===== src/verilog/lviaw_pkg.sv =====
// Purpose: Shared constants and types for the low-voltage interrupt and wake-up block.
// Assumes: System clock of 10 MHz; four system clocks form one instruction cycle.
// Notes: Source count of the grouped request is fixed here and used by the bench too.
package lviaw_pkg;

    // System clock rate and instruction timing.
    localparam int unsigned CLK_HZ = 10_000_000;
    localparam int unsigned SYSCLK_PER_ICYC = 4;
    localparam int unsigned RTN_ICYC = 2;
    localparam int unsigned CALL_ICYC = 2;
    localparam int unsigned RTN_CLKS = RTN_ICYC * SYSCLK_PER_ICYC;
    localparam int unsigned CALL_CLKS = CALL_ICYC * SYSCLK_PER_ICYC;

    // Sequence counter, wide enough for the longest sequence.
    localparam int CNT_W = 3;
    localparam logic [CNT_W-1:0] CNT_ZERO = 3'h0;
    localparam logic [CNT_W-1:0] CNT_ONE = 3'h1;
    localparam logic [CNT_W-1:0] RTN_LAST = CNT_W'(RTN_CLKS - 1);
    localparam logic [CNT_W-1:0] CALL_LAST = CNT_W'(CALL_CLKS - 1);

    // Number of original sources merged into the grouped request.
    localparam int GRP_N = 4;

    // Reset values.
    localparam logic FLAG_RST = 1'h0;
    localparam logic GLB_EN_RST = 1'h0;
    localparam logic PULSE_RST = 1'h0;
    localparam logic SYNC_RST = 1'h0;

    // Vector selected on entry; codes double as the priority order, low first.
    typedef enum logic [1:0] {
        VEC_NONE = 2'b00,
        VEC_LV = 2'b01,
        VEC_EXT = 2'b10,
        VEC_GRP = 2'b11
    } lviaw_vec_t;

    // Sequencer states.
    typedef enum logic [1:0] {
        ST_RUN = 2'b00,
        ST_ENTRY = 2'b01,
        ST_RETURN = 2'b10
    } lviaw_state_t;

endpackage


===== src/verilog/lviaw_top.sv =====
// Purpose: Low-voltage interrupt, common interrupt entry and return, and wake-up logic.
// Assumes: Single system clock; detector and edge pins are asynchronous to it.
// Notes: A request pin held high while the clock is stopped sets its flag once the clock runs again.
`timescale 1ns/10ps

module lviaw_flag (
    input wire logic clk_sys,
    input wire logic rst_b,
    input wire logic clk_en,
    input wire logic hw_set,
    input wire logic hw_clr,
    input wire logic sw_set,
    input wire logic sw_clr,
    output logic flag_q,
    output logic rise
);
    logic flag_d;

    // A set in the same cycle as any clear wins, so no event is lost.
    always_comb begin
        flag_d = (flag_q & ~hw_clr & ~sw_clr) | hw_set | sw_set;
        rise = flag_d & ~flag_q;
    end

    always_ff @(posedge clk_sys or negedge rst_b) begin
        if (!rst_b) begin
            flag_q <= lviaw_pkg::FLAG_RST;
        end else if (clk_en) begin
            flag_q <= flag_d;
        end
    end
endmodule

module lviaw_sync (
    input wire logic clk_sys,
    input wire logic rst_b,
    input wire logic clk_en,
    input wire logic pin,
    output logic level_q,
    output logic rise
);
    logic s1_q;
    logic s2_q;
    logic s3_q;
    logic level_d;

    // A change counts only once the second and third stages agree.
    always_comb begin
        level_d = (s2_q == s3_q) ? s3_q : level_q;
        rise = level_d & ~level_q;
    end

    always_ff @(posedge clk_sys or negedge rst_b) begin
        if (!rst_b) begin
            s1_q <= lviaw_pkg::SYNC_RST;
            s2_q <= lviaw_pkg::SYNC_RST;
            s3_q <= lviaw_pkg::SYNC_RST;
            level_q <= lviaw_pkg::SYNC_RST;
        end else if (clk_en) begin
            s1_q <= pin;
            s2_q <= s1_q;
            s3_q <= s2_q;
            level_q <= level_d;
        end
    end
endmodule

module lviaw_top (
    input wire logic clk_sys,
    input wire logic rst_b,
    input wire logic clk_en,
    input wire logic supply_drop_detector,
    input wire logic ext_edge_pin,
    input wire logic [lviaw_pkg::GRP_N-1:0] grp_src_evt,
    input wire logic [lviaw_pkg::GRP_N-1:0] grp_src_en,
    input wire logic low_voltage_irq_enable,
    input wire logic ext_irq_enable,
    input wire logic grp_irq_enable,
    input wire logic sw_glb_en_set,
    input wire logic sw_glb_en_clr,
    input wire logic sw_lv_flag_set,
    input wire logic sw_lv_flag_clr,
    input wire logic sw_ext_flag_set,
    input wire logic sw_ext_flag_clr,
    input wire logic sw_grp_flag_set,
    input wire logic sw_grp_flag_clr,
    input wire logic [lviaw_pkg::GRP_N-1:0] sw_src_flag_clr,
    input wire logic stack_full,
    input wire logic instr_boundary,
    input wire logic sleep_mode,
    input wire logic plain_return,
    input wire logic return_and_reenable,
    output logic global_irq_enable,
    output logic low_voltage_request_flag,
    output logic ext_request_flag,
    output logic grouped_request_flag,
    output logic [lviaw_pkg::GRP_N-1:0] src_request_flag,
    output logic vec_call,
    output lviaw_pkg::lviaw_vec_t vec_id,
    output logic push_pc,
    output logic pop_pc,
    output logic seq_busy,
    output logic wake_up,
    output logic lv_wake_async
);
    logic lv_rise_evt;
    logic ext_rise_evt;
    logic lv_level;
    logic lv_flag_rise;
    logic ext_flag_rise;
    logic grp_flag_rise;
    logic [lviaw_pkg::GRP_N-1:0] src_flag_rise;
    logic take;
    lviaw_pkg::lviaw_vec_t sel;
    logic clr_lv;
    logic clr_ext;
    logic clr_grp;
    logic grp_hw_set;

    // Pins from outside the clock domain.
    lviaw_sync u_sync_lv (
        .clk_sys(clk_sys),
        .rst_b(rst_b),
        .clk_en(clk_en),
        .pin(supply_drop_detector),
        .level_q(lv_level),
        .rise(lv_rise_evt)
    );

    lviaw_sync u_sync_ext (
        .clk_sys(clk_sys),
        .rst_b(rst_b),
        .clk_en(clk_en),
        .pin(ext_edge_pin),
        .level_q(),
        .rise(ext_rise_evt)
    );

    // While the oscillator is stopped no edge is seen on the synchroniser, so the
    // detector level is offered straight to the clock controller to restart it.
    // The flag itself then sets from the held level on the first clocks back.
    assign lv_wake_async = sleep_mode & supply_drop_detector & ~lv_level;

    lviaw_flag u_flag_lv (
        .clk_sys(clk_sys),
        .rst_b(rst_b),
        .clk_en(clk_en),
        .hw_set(lv_rise_evt),
        .hw_clr(clr_lv),
        .sw_set(sw_lv_flag_set),
        .sw_clr(sw_lv_flag_clr),
        .flag_q(low_voltage_request_flag),
        .rise(lv_flag_rise)
    );

    lviaw_flag u_flag_ext (
        .clk_sys(clk_sys),
        .rst_b(rst_b),
        .clk_en(clk_en),
        .hw_set(ext_rise_evt),
        .hw_clr(clr_ext),
        .sw_set(sw_ext_flag_set),
        .sw_clr(sw_ext_flag_clr),
        .flag_q(ext_request_flag),
        .rise(ext_flag_rise)
    );

    // Original source flags are cleared by software only, never by servicing.
    for (genvar i = 0; i < lviaw_pkg::GRP_N; i++) begin : g_src
        lviaw_flag u_flag_src (
            .clk_sys(clk_sys),
            .rst_b(rst_b),
            .clk_en(clk_en),
            .hw_set(grp_src_evt[i] & grp_src_en[i]),
            .hw_clr(1'h0),
            .sw_set(1'h0),
            .sw_clr(sw_src_flag_clr[i]),
            .flag_q(src_request_flag[i]),
            .rise(src_flag_rise[i])
        );
    end

    assign grp_hw_set = |(grp_src_evt & grp_src_en);

    lviaw_flag u_flag_grp (
        .clk_sys(clk_sys),
        .rst_b(rst_b),
        .clk_en(clk_en),
        .hw_set(grp_hw_set),
        .hw_clr(clr_grp),
        .sw_set(sw_grp_flag_set),
        .sw_clr(sw_grp_flag_clr),
        .flag_q(grouped_request_flag),
        .rise(grp_flag_rise)
    );

    // Wake-up group: any flag rising, whatever its enable.
    logic wake_d;

    always_comb begin
        wake_d = sleep_mode
            & (lv_flag_rise | ext_flag_rise | grp_flag_rise | (|src_flag_rise));
    end

    always_ff @(posedge clk_sys or negedge rst_b) begin
        if (!rst_b) begin
            wake_up <= lviaw_pkg::PULSE_RST;
        end else if (clk_en) begin
            wake_up <= wake_d;
        end
    end

    // Source selection, fixed priority: supply first, then edge pin, then group.
    always_comb begin
        sel = lviaw_pkg::VEC_NONE;
        if (low_voltage_request_flag && low_voltage_irq_enable) begin
            sel = lviaw_pkg::VEC_LV;
        end else if (ext_request_flag && ext_irq_enable) begin
            sel = lviaw_pkg::VEC_EXT;
        end else if (grouped_request_flag && grp_irq_enable) begin
            sel = lviaw_pkg::VEC_GRP;
        end
    end

    // Sequencer group: entry, return and global enable.
    lviaw_pkg::lviaw_state_t state_q;
    lviaw_pkg::lviaw_state_t state_d;
    logic [lviaw_pkg::CNT_W-1:0] cnt_q;
    logic [lviaw_pkg::CNT_W-1:0] cnt_d;
    logic reen_q;
    logic reen_d;
    logic glb_en_q;
    logic glb_en_d;
    logic vec_call_d;
    logic push_pc_d;
    logic pop_pc_d;
    lviaw_pkg::lviaw_vec_t vec_id_d;

    // A full stack simply withholds the take; the flag stays set and the
    // request is reconsidered at every later boundary.
    assign take = (state_q == lviaw_pkg::ST_RUN) && instr_boundary && !sleep_mode
        && glb_en_q && !stack_full && (sel != lviaw_pkg::VEC_NONE)
        && !plain_return && !return_and_reenable;
    assign clr_lv = take && (sel == lviaw_pkg::VEC_LV);
    assign clr_ext = take && (sel == lviaw_pkg::VEC_EXT);
    assign clr_grp = take && (sel == lviaw_pkg::VEC_GRP);

    always_comb begin
        state_d = state_q;
        cnt_d = cnt_q;
        reen_d = reen_q;
        glb_en_d = glb_en_q;
        vec_call_d = 1'h0;
        push_pc_d = 1'h0;
        pop_pc_d = 1'h0;
        vec_id_d = vec_id;
        if (sw_glb_en_clr) begin
            glb_en_d = 1'h0;
        end
        if (sw_glb_en_set) begin
            glb_en_d = 1'h1;
        end
        case (state_q)
            lviaw_pkg::ST_RUN: begin
                if (plain_return || return_and_reenable) begin
                    state_d = lviaw_pkg::ST_RETURN;
                    cnt_d = lviaw_pkg::CNT_ZERO;
                    reen_d = return_and_reenable;
                end else if (take) begin
                    state_d = lviaw_pkg::ST_ENTRY;
                    cnt_d = lviaw_pkg::CNT_ZERO;
                    vec_call_d = 1'h1;
                    push_pc_d = 1'h1;
                    vec_id_d = sel;
                end
            end
            lviaw_pkg::ST_ENTRY: begin
                cnt_d = cnt_q + lviaw_pkg::CNT_ONE;
                if (cnt_q == lviaw_pkg::CALL_LAST) begin
                    state_d = lviaw_pkg::ST_RUN;
                end
            end
            lviaw_pkg::ST_RETURN: begin
                cnt_d = cnt_q + lviaw_pkg::CNT_ONE;
                if (cnt_q == lviaw_pkg::RTN_LAST) begin
                    state_d = lviaw_pkg::ST_RUN;
                    pop_pc_d = 1'h1;
                    if (reen_q) begin
                        glb_en_d = 1'h1;
                    end
                end
            end
            default: begin
                state_d = lviaw_pkg::ST_RUN;
            end
        endcase
        // Service clears last so that no second source can slip in behind it.
        if (take) begin
            glb_en_d = 1'h0;
        end
    end

    always_ff @(posedge clk_sys or negedge rst_b) begin
        if (!rst_b) begin
            state_q <= lviaw_pkg::ST_RUN;
            cnt_q <= lviaw_pkg::CNT_ZERO;
            reen_q <= lviaw_pkg::PULSE_RST;
            glb_en_q <= lviaw_pkg::GLB_EN_RST;
            vec_call <= lviaw_pkg::PULSE_RST;
            push_pc <= lviaw_pkg::PULSE_RST;
            pop_pc <= lviaw_pkg::PULSE_RST;
            vec_id <= lviaw_pkg::VEC_NONE;
        end else if (clk_en) begin
            state_q <= state_d;
            cnt_q <= cnt_d;
            reen_q <= reen_d;
            glb_en_q <= glb_en_d;
            vec_call <= vec_call_d;
            push_pc <= push_pc_d;
            pop_pc <= pop_pc_d;
            vec_id <= vec_id_d;
        end
    end

    assign global_irq_enable = glb_en_q;
    assign seq_busy = (state_q != lviaw_pkg::ST_RUN);

endmodule


===== config.mk =====
export PLATFORM = sky130hd
export DESIGN_NAME = lviaw_top
export DESIGN_NICKNAME = d
export VERILOG_FILES = /design/src/verilog/lviaw_pkg.sv /design/src/verilog/lviaw_top.sv
export SDC_FILE = /design/constraint.sdc
export NUM_CORES = 1
export LEC_CHECK = 0
export ABC_AREA = 1
export BUFFER_PORTS_ARGS = -buffer_cell sky130_fd_sc_hd__buf_2
export CORE_ASPECT_RATIO = 0.5
export CORE_MARGIN = 2
export CORE_UTILIZATION = 45
export DETAILED_ROUTE_END_ITERATION = 12
export PLACE_DENSITY = 0.79
export SLEW_MARGIN = 40
export SYNTH_ARGS = -nofsm -noshare
export SYNTH_HDL_FRONTEND = slang
export SYNTH_SLANG_ARGS = --single-unit

===== constraint.sdc =====
create_clock -name clk_sys -period 1.3 [get_ports clk_sys]
set_input_delay 0.065 -clock clk_sys [delete_from_list [all_inputs] [get_ports clk_sys]]
set_output_delay 0.065 -clock clk_sys [all_outputs]
set_load 0.02 [all_outputs]

==> results of run 1 <==
-- sequential cells by signal, summed over array words and instances (netlist names) --
signal / cells
u_sync_ext.s1_q: 1
u_flag_ext.flag_q: 1
u_sync_ext.level_q: 1
push_pc: 1
g_src.u_flag_src.flag_q: 4
u_sync_ext.s3_q: 1
reen_q: 1
state_q: 2
vec_id: 2
u_sync_lv.s3_q: 1
u_flag_grp.flag_q: 1
u_flag_lv.flag_q: 1
u_sync_ext.s2_q: 1
wake_up: 1
cnt_q: 3
u_sync_lv.s2_q: 1
u_sync_lv.s1_q: 1
global_irq_enable: 1
pop_pc: 1
u_sync_lv.level_q: 1
-- routing by layer --
layer,GRT usage [%],share of wire [%],vias up
li1,-,-,716
met4,5.000,0,0
met2,34.73,47,39
met3,5.119,6.1,0
met5,0,0,-
met1,24.42,47,655
-- path summary, 6_finish.rpt --
path,start,endpoint,slack [ns],cells after the start
max,state_q[1],vec_id[0],-0.04,9
min,supply_drop_detector,u_sync_lv.s1_q,0.01,3
max reg2reg,state_q[1],vec_id[0],-0.04,9
min reg2reg,u_sync_ext.s1_q,u_sync_ext.s1_q,0.48,2
max in group asynchronous,rst_b,u_sync_ext.s2_q,0.55,2
min in group asynchronous,rst_b,u_sync_lv.level_q,0.34,2
-- what timing repair did --
action | in CTS | in global routing
setup buffers | 3 | 1
pin swaps | 1 | 0
endpoints found under the setup margin | 11 | 12
hold buffers | 2 | 0
hold endpoints to repair | 28 | 0
resized for setup | 6 | 1
-- layout make-up --
class / count / area [sq um] / area share, %
timing repair buffer: 60 / 335.3 / 17.46
tap: 40 / 50.05 / 2.606
sequential: 27 / 675.6 / 35.18
inverter: 22 / 82.58 / 4.300
multi-input combinational: 135 / 730.7 / 38.05
clock buffer: 3 / 41.29 / 2.150
clock inverter: 1 / 5.005 / 0.2606
-- placed cells by master (no fill, tap or decap), types with 2 or more instances in the layout --
| master | netlist | layout |
|---|---|---|
| o21ai_0 | 9 | 9 |
| nor2_4 | 3 | 3 |
| inv_2 | 1 | 3 |
| nand2_4 | 2 | 2 |
| dlygate4sd3_1 | 0 | 2 |
| a31oi_1 | 2 | 2 |
| nor2_2 | 1 | 2 |
| inv_1 | 21 | 19 |
| ha_1 | 5 | 3 |
| a21oi_1 | 6 | 6 |
| buf_2 | 3 | 48 |
| nor2_1 | 15 | 14 |
| o21ai_1 | 7 | 7 |
| clkbuf_8 | 0 | 3 |
| dfrtp_1 | 27 | 27 |
| nand2_2 | 2 | 3 |
| nand3_2 | 3 | 2 |
| o21bai_1 | 2 | 2 |
| nand3b_1 | 2 | 2 |
| nand2_1 | 63 | 62 |
| nand3_1 | 5 | 5 |
| nand4_1 | 3 | 3 |
| buf_4 | 6 | 10 |
| nand3_4 | 1 | 2 |
-- worst max-delay path, stage by stage (launching register included) --
cell and delay [ns]:
dfrtp_1 0.41, inv_2 0.08, ha_4 0.15, nand3_4 0.08
nor2_4 0.12, nand2_4 0.08, nor2_4 0.10, nand2_2 0.09
nand2_1 0.07, o21ai_1 0.06
-- cell families (layout without fill, tap and decap cells) --
logic type | after synthesis | count (layout) | share of synthesized area (%)
adders and majority gates | 5 | 5 | 4.112
and+or+nand+nor | 102 | 102 | 31.91
muxes | 1 | 1 | 0.7401
DFF | 27 | 27 | 44.41
buffers and inverters | 31 | 86 | 9.375
AOI/OAI and AO/OA | 27 | 27 | 9.457
-- through the flow --
stage / power (mW) / instances / utilization [%] / cell area (sq um) / setup TNS, ns
4_1_cts: 2.572 / 287 / 61.28 / 1911 / -0.02431
3_3_place_gp: 1.916 / 278 / 57.70 / 1799 / 0
5_1_grt: 2.772 / 288 / 61.60 / 1921 / -0.9959
2_1_floorplan: 1.668 / 193 / - / 1524 / -0.1138
6_report: 2.592 / 288 / 61.60 / 1921 / -0.1116
3_5_place_dp: 1.952 / 278 / 57.70 / 1799 / -0.4184
-- power groups by stage --
stage          clock network [mW]  logic, mW  registers (mW)
2_1_floorplan                   0      0.557            1.11
3_3_place_gp                    0      0.832            1.08
3_5_place_dp                    0      0.862            1.09
4_1_cts                     0.505      0.989            1.08
5_1_grt                     0.541       1.14            1.10
6_report                    0.502       1.01            1.08
==> results.toml, run 1 <==
[global_routing]
gr-total-overflow = 0
grt_max_degree = 28
gr-usage-all-layers_pct = 19.52
grt_pass1_vias = 1377
antenna_found_initial = 0
grt_pass1_wl_um = 5823

[clock_network]
cts_inserted_buffers = 3
tritoncts = "built"
htreeDepth = 1
clk_latency_ns = 0.28
clockBufferDepth = 2
clkTransAtPathRegs_ns = 0.10
root_buffer = "clkbuf_8"
cts.sinks = 27

[synth]
yosysMostFrequentCell = "nand2_1"
synth_common_cells = "nand2_1 (63), dfrtp_1 (27), inv_1 (21), nor2_1 (15), o21ai_0 (9)"
syn_inst = 193
synth.top_cell.area_share_pct = 44.41
synth_async_sr_flop_share_pct = 100.0
ys_dominant_reg_cell = "dfrtp_1"
syn_area_sq_um = 1521
ys_ff_latch = 27
yosysWarnings = 0
netlist_top_cells_area = "dfrtp_1 (44%), nand2_1 (16%), inv_1 (5.2%)"
synthDistinctLibCells = 26
syn_area_per_cell_sq_um = 7.883
synth_edf_count = 0
yosysTopAreaCell = "dfrtp_1"
yosysSeqAreaShare_pct = 44.41
syn-num-nets = 231

[worst_setup_path]
start_kind = "flop"
cp-end-kind = "flop"
crit_type = "reg2reg"
critPathArrivalTime_ns = 1.51
cp_max_fo = 5
cp.required_ns = 1.47

[drt]
drc = 0
dr.first_iter.drc_count = 50
viasPerCell = 4.896
drt_wl_total_um = 3567
dr_total_vias = 1410
ant_nets = 0
wl_per_cell_um = 12.39
firstDrtPassIters = 4

[place]
place.gp.congestion = 0.8162
portBuffers = 48
preCtsSetupSlack_ns = -0.06860
hpwl_um = 2623

[timing]
setup_viol = 7
rsz0062_at_grt = "true"
slew_violations = 0
fin_crit_sh_pct = 102.7
fin_hold_ws_ns = 0.01435
worst_pin_slew_ns = 0.6307
skew_ns = 0.002997
maxSlewHeadroom_pct = 57.95
worst_slack_ns = -0.03565
hold_viol_final = 0
finalCriticalPeriod_ns = 1.336
fmax_ghz = 0.7487

[floorplan]
core.rowCount = 14
die_w_um = 86.23
io_pins = 49
core-area_sq_um = 3118
die_h_um = 45.12
initial_core_util_pct = 48.80
dieArea_sq_um = 3890

[layout]
nNetsFinal = 287
n_antenna_cell = 0
fill_cells = 273
areaGrowthSynthToFinish_pct = 26.23
drive_gt1_share_pct = 33.47

[power_and_ir_drop]
swShare_pct = 36.34
powerDensity_nw_per_um2 = 1350
p_switching_uw = 942.1
pwr-share-clk_pct = 19.4
pwr-share-seq_pct = 41.7
leakagePower_nw = 1.042
ir_drop_uv = 569.4
pwr-share-comb_pct = 38.9
p_int_mw = 1.650

[hold_path]
holdCritPathClass = "in2reg"

[flow_run]
cap_violations = 0

[run_status]
violations = "negative setup slack"
status = "finished, violations left"
Note: power is estimated with default switching activity, not from simulation.
==> inputs of run 2 (changes only) <==
--- a/config.mk
+++ b/config.mk
@@ -9,9 +9,9 @@
 export BUFFER_PORTS_ARGS = -buffer_cell sky130_fd_sc_hd__buf_2
 export CORE_ASPECT_RATIO = 0.5
 export CORE_MARGIN = 2
-export CORE_UTILIZATION = 45
+export CORE_UTILIZATION = 54
 export DETAILED_ROUTE_END_ITERATION = 12
-export PLACE_DENSITY = 0.79
+export PLACE_DENSITY = 0.88
 export SLEW_MARGIN = 40
 export SYNTH_ARGS = -nofsm -noshare
 export SYNTH_HDL_FRONTEND = slang
==> constraint.sdc (replaced) <==
create_clock -name clk_sys -period 1.6 [get_ports clk_sys]
set_input_delay 0.08 -clock clk_sys [delete_from_list [all_inputs] [get_ports clk_sys]]
set_output_delay 0.08 -clock clk_sys [all_outputs]
set_load 0.02 [all_outputs]
==> results.toml, run 2 (synthesis gave the netlist of run 1 again) <==
[run_status]
status = "finished, final reports clean"

[clock_network]
tritoncts = "built"
root_buffer = "clkbuf_8"
htreeDepth = 1
clkTransAtPathRegs_ns = 0.09
cts_inserted_buffers = 3
clockBufferDepth = 2
clk_latency_ns = 0.27
cts.sinks = 27

[timing]
rsz0062_at_grt = "false"
setup_viol = 0
fmax_ghz = 0.6617
skew_ns = 0.005973
maxSlewHeadroom_pct = 59.14
hold_viol_final = 0
slew_violations = 0
fin_tns_setup_ns = 0
fin_crit_sh_pct = 94.45
finalCriticalPeriod_ns = 1.511
worst_pin_slew_ns = 0.6129

[drt]
drt_wl_total_um = 3454
ant_nets = 0
wl_per_cell_um = 12.51
firstDrtPassIters = 4
viasPerCell = 4.975
drc = 0
dr_total_vias = 1373
dr.first_iter.drc_count = 111

[worst_setup_path]
critPathArrivalTime_ns = 1.67
crit_buf_inv = 1
cp.required_ns = 1.76
start_kind = "flop"
cp_max_fo = 3
cpLargestDelayFamily = "simple AND/OR/NAND/NOR gates"
cp-end-kind = "flop"
crit_chain = "inv_1 > ha_2 > nand3_2 > nor2_4 > nand2_4 > nand2_4 > nand3_2 > nand2_1 > o21ai_1"
crit_type = "reg2reg"
slowest_stage = "dfrtp_1"
critPathMaxStageDelay_ns = 0.42

[flow_run]
cap_violations = 0

[global_routing]
gr-usage-all-layers_pct = 22.35
grt_max_degree = 28
antenna_found_initial = 0
gr-total-overflow = 0
met2_usage_pct = 41.02
gr-usage-met3_pct = 5.652
grt_pass1_wl_um = 5837
grt_pass1_vias = 1379
top_usage_layer = "met2"
grt.met1_usage_pct = 27.58

[layout]
n_antenna_cell = 0
areaGrowthSynthToFinish_pct = 19.65
drive_gt1_share_pct = 28.87
layout_commonest_cell = "nand2_1"
top_regs = "g_src.u_flag_src.flag_q x4, cnt_q x3"
layoutNonFillerInstCount = 276
fill_cells = 223
nNetsFinal = 278
largest_reg_flops = 4
regMostFlops = "g_src.u_flag_src.flag_q"
layout_common_cells = "nand2_1 (63), buf_2 (48), dfrtp_1 (27)"

[power_and_ir_drop]
leakagePower_nw = 0.9960
ir_drop_uv = 832.2
powerDensity_nw_per_um2 = 1064

[floorplan]
die_h_um = 41.54
io_pins = 49
dieArea_sq_um = 3284
initial_core_util_pct = 57.74
core-area_sq_um = 2635
core.rowCount = 13
die_w_um = 79.07

[place]
hpwl_um = 2592
dp.cells = 270
portBuffers = 48
place.gp.congestion = 0.8384

[hold_path]
holdCritPathClass = "in2reg"
run 2: power breakdown:
part | leakage, nW | switching [mW] | internal [mW]
Combinational | 0.636 | 0.403 | 0.259
Clock | 0.0228 | 0.208 | 0.178
Sequential | 0.338 | 0.0939 | 0.796
run 2: worst paths after layout:
check                             start                 to  slack, ns  cells after the start
max                          state_q[0]         state_q[0]       0.09                      9
min in group asynchronous         rst_b    u_sync_ext.s1_q       0.33                      2
min reg2reg                     wake_up            wake_up       0.48                      2
max reg2reg                  state_q[0]         state_q[0]       0.09                      9
min                        ext_edge_pin    u_sync_ext.s1_q       0.01                      3
max in group asynchronous         rst_b  u_flag_ext.flag_q       0.85                      2
run 2: per-layer routing:
layer	vias to the layer above	routed length, um
li1	699	-
met1	626	1469
met2	44	1760
met3	4	209
met4	0	15
met5	-	0
run 2: what timing repair did:
action	CTS	global route
endpoints found under the setup margin	0	7
hold buffers	1	0
resized for setup	0	1
hold endpoints to repair	27	0
setup buffers	0	1
run 2: final cells by class:
| cell class | instances | area [sq um] | share of cell area [%] |
|---|---|---|---|
| Multi-Input combinational cell | 135 | 705.7 | 38.76 |
| Sequential cell | 27 | 675.6 | 37.11 |
| Timing Repair Buffer | 51 | 265.3 | 14.57 |
| Inverter | 22 | 82.58 | 4.536 |
| Tap cell | 37 | 46.29 | 2.543 |
| Clock buffer | 4 | 45.04 | 2.474 |
run 2: worst reg2reg max path: cells and delay by family (launching register included):
| kind | cells | cell delay [ns] |
|---|---|---|
| DFF | 1 | 0.42 |
| adders and majority gates | 1 | 0.22 |
| and+or+nand+nor | 6 | 0.59 |
| AOI/OAI and AO/OA | 1 | 0.08 |
| buffers and inverters | 1 | 0.10 |
run 2: per-stage QoR:
step | util (%) | hold WS (ns) | area, sq um | setup slack (ns) | power [mW]
2_1_floorplan | - | -0.2156 | 1521 | 0.2691 | 1.351
3_3_place_gp | 66.62 | 0.1113 | 1755 | 0.2262 | 1.504
3_5_place_dp | 66.62 | 0.1230 | 1755 | 0.1274 | 1.545
4_1_cts | 68.71 | 0.01236 | 1810 | 0.05497 | 1.935
5_1_grt | 69.09 | 0.04378 | 1821 | 0.001817 | 2.065
6_report | 69.09 | 0.01302 | 1821 | 0.08883 | 1.937
==> inputs of run 3 (changes only) <==
--- a/config.mk
+++ b/config.mk
@@ -9,9 +9,9 @@
 export BUFFER_PORTS_ARGS = -buffer_cell sky130_fd_sc_hd__buf_2
 export CORE_ASPECT_RATIO = 0.5
 export CORE_MARGIN = 2
-export CORE_UTILIZATION = 54
+export CORE_UTILIZATION = 30
 export DETAILED_ROUTE_END_ITERATION = 12
-export PLACE_DENSITY = 0.88
+export PLACE_DENSITY = 0.56
 export SLEW_MARGIN = 40
 export SYNTH_ARGS = -nofsm -noshare
 export SYNTH_HDL_FRONTEND = slang
==> results.toml, run 3 (synthesis gave the netlist of run 1 again) <==
[floorplan]
core-area_sq_um = 4910
die_h_um = 54.36
die_w_um = 104.7
initial_core_util_pct = 30.99
core.rowCount = 18
io_pins = 49
dieArea_sq_um = 5692

[worst_setup_path]
rr_worst_depth = 9
cp-end-kind = "flop"
cp_max_fo = 6
r2r_end = "cnt_q[0]"
crit_type = "reg2reg"
critPathArrivalTime_ns = 1.59
cp.required_ns = 1.77
start_kind = "flop"
reg2reg_slack_ns = 0.18
rr_startpoint = "state_q[0]"

[layout]
layout_common_cells = "nand2_1 (63), buf_2 (48), dfrtp_1 (27)"
final_util_pct = 37.87
nNetsFinal = 278
layout_commonest_cell = "nand2_1"
drive_gt1_share_pct = 28.45
fill_cells = 556
largest_reg_flops = 4
regMostFlops = "g_src.u_flag_src.flag_q"
n_antenna_cell = 0
top_regs = "g_src.u_flag_src.flag_q x4, cnt_q x3"
areaGrowthSynthToFinish_pct = 22.20

[clock_network]
post_cts_buffers = 0
clockBufferDepth = 2
clk_latency_ns = 0.27
cts_inserted_buffers = 3
clkTransAtPathRegs_ns = 0.09
postCtsResizedCells = 0
htreeDepth = 1
root_buffer = "clkbuf_8"
cts.sinks = 27
tritoncts = "built"

[timing]
maxSlewHeadroom_pct = 58.41
setup_viol = 0
worst_slack_ns = 0.1777
skew_ns = 0.007277
finalCriticalPeriod_ns = 1.422
worst_pin_slew_ns = 0.6238
fin_crit_sh_pct = 88.89
slew_violations = 0
fmax_ghz = 0.7031
hold_viol_final = 0
fin_tns_setup_ns = 0
rsz0062_at_grt = "false"

[drt]
wl_per_cell_um = 10.96
drc = 0
ant_nets = 0
drt_wl_total_um = 3388
viasPerCell = 4.366
firstDrtPassIters = 4
dr.first_iter.drc_count = 33
dr_total_vias = 1349

[global_routing]
gr-usage-all-layers_pct = 12.30
gr-total-overflow = 0
grt_pass1_wl_um = 5513
grt_max_degree = 28
grt_pass1_vias = 1242
antenna_found_initial = 0

[place]
portBuffers = 48
hpwl_um = 2597
preCtsSetupSlack_ns = 0.1743
place.gp.congestion = 0.7295

[hold_path]
min_to = "u_sync_ext.s1_q"
min_from = "ext_edge_pin"
holdCritPathClass = "in2reg"
hold_path_depth = 3

[power_and_ir_drop]
ir_drop_uv = 377.0
leakagePower_nw = 0.9967
powerDensity_nw_per_um2 = 1028

[run_status]
status = "finished, final reports clean"

[flow_run]
cap_violations = 0
[run 3: cell count changes in the layout (fill, tap and decap cells not counted)]
cell / change
ha_2: -1
ha_1: +1
[run 3: critical path: stages (launching register included)]
cell     delay [ns]
dfrtp_1        0.41
inv_1          0.09
ha_1           0.20
nand3_2        0.10
nor2_4         0.14
nand2_4        0.08
nand2_4        0.08
nand3_4        0.08
nand2_1        0.07
o21ai_1        0.06
[run 3: power breakdown]
part | switching, mW | internal (mW)
Sequential | 0.0846 | 0.795
Combinational | 0.389 | 0.251
Clock | 0.213 | 0.179
[run 3: final cells by class]
type	instances	area, sq um	area share (%)
Tap cell	70	87.58	4.711
Clock buffer	4	45.04	2.423
Inverter	22	82.58	4.441
Sequential cell	27	675.6	36.34
Multi-Input combinational cell	135	703.2	37.82
Timing Repair Buffer	51	265.3	14.27
[run 3: repair_timing]
action / in CTS / in global routing
endpoints found under the setup margin: 0 / 0
hold buffers: 1 / 0
endpoints found under the hold margin: 27 / 0
[run 3: how the worst max path moves through the flow]
stage	from	to	slack [ns]	cells past startpoint
after detailed placement	state_q[0]	vec_id[1]	0.17	9
after floorplan	state_q[0]	vec_id[0]	0.27	9
final	state_q[0]	cnt_q[0]	0.18	9
after global routing	state_q[0]	vec_id[0]	0.006	9
after CTS	state_q[0]	vec_id[1]	0.16	9
after global placement	state_q[0]	cnt_q[1]	0.23	9
[run 3: metal layers]
layer  GRT usage, %  routed length [um]
met5              0                   0
met1          15.36                1688
met2          22.66                1539
met3          3.452                 138
met4          1.333                  21
[run 3: per-stage QoR]
| step | cell area (sq um) | power [mW] | hold slack, ns | cells |
|---|---|---|---|---|
| after floorplan | 1521 | 1.351 | -0.2156 | 193 |
| after global placement | 1804 | 1.521 | 0.1319 | 304 |
| after detailed placement | 1804 | 1.535 | 0.1458 | 304 |
| after CTS | 1859 | 1.942 | 0.00009734 | 309 |
| after global routing | 1859 | 2.065 | 0.02649 | 309 |
| final | 1859 | 1.912 | 0.006815 | 309 |
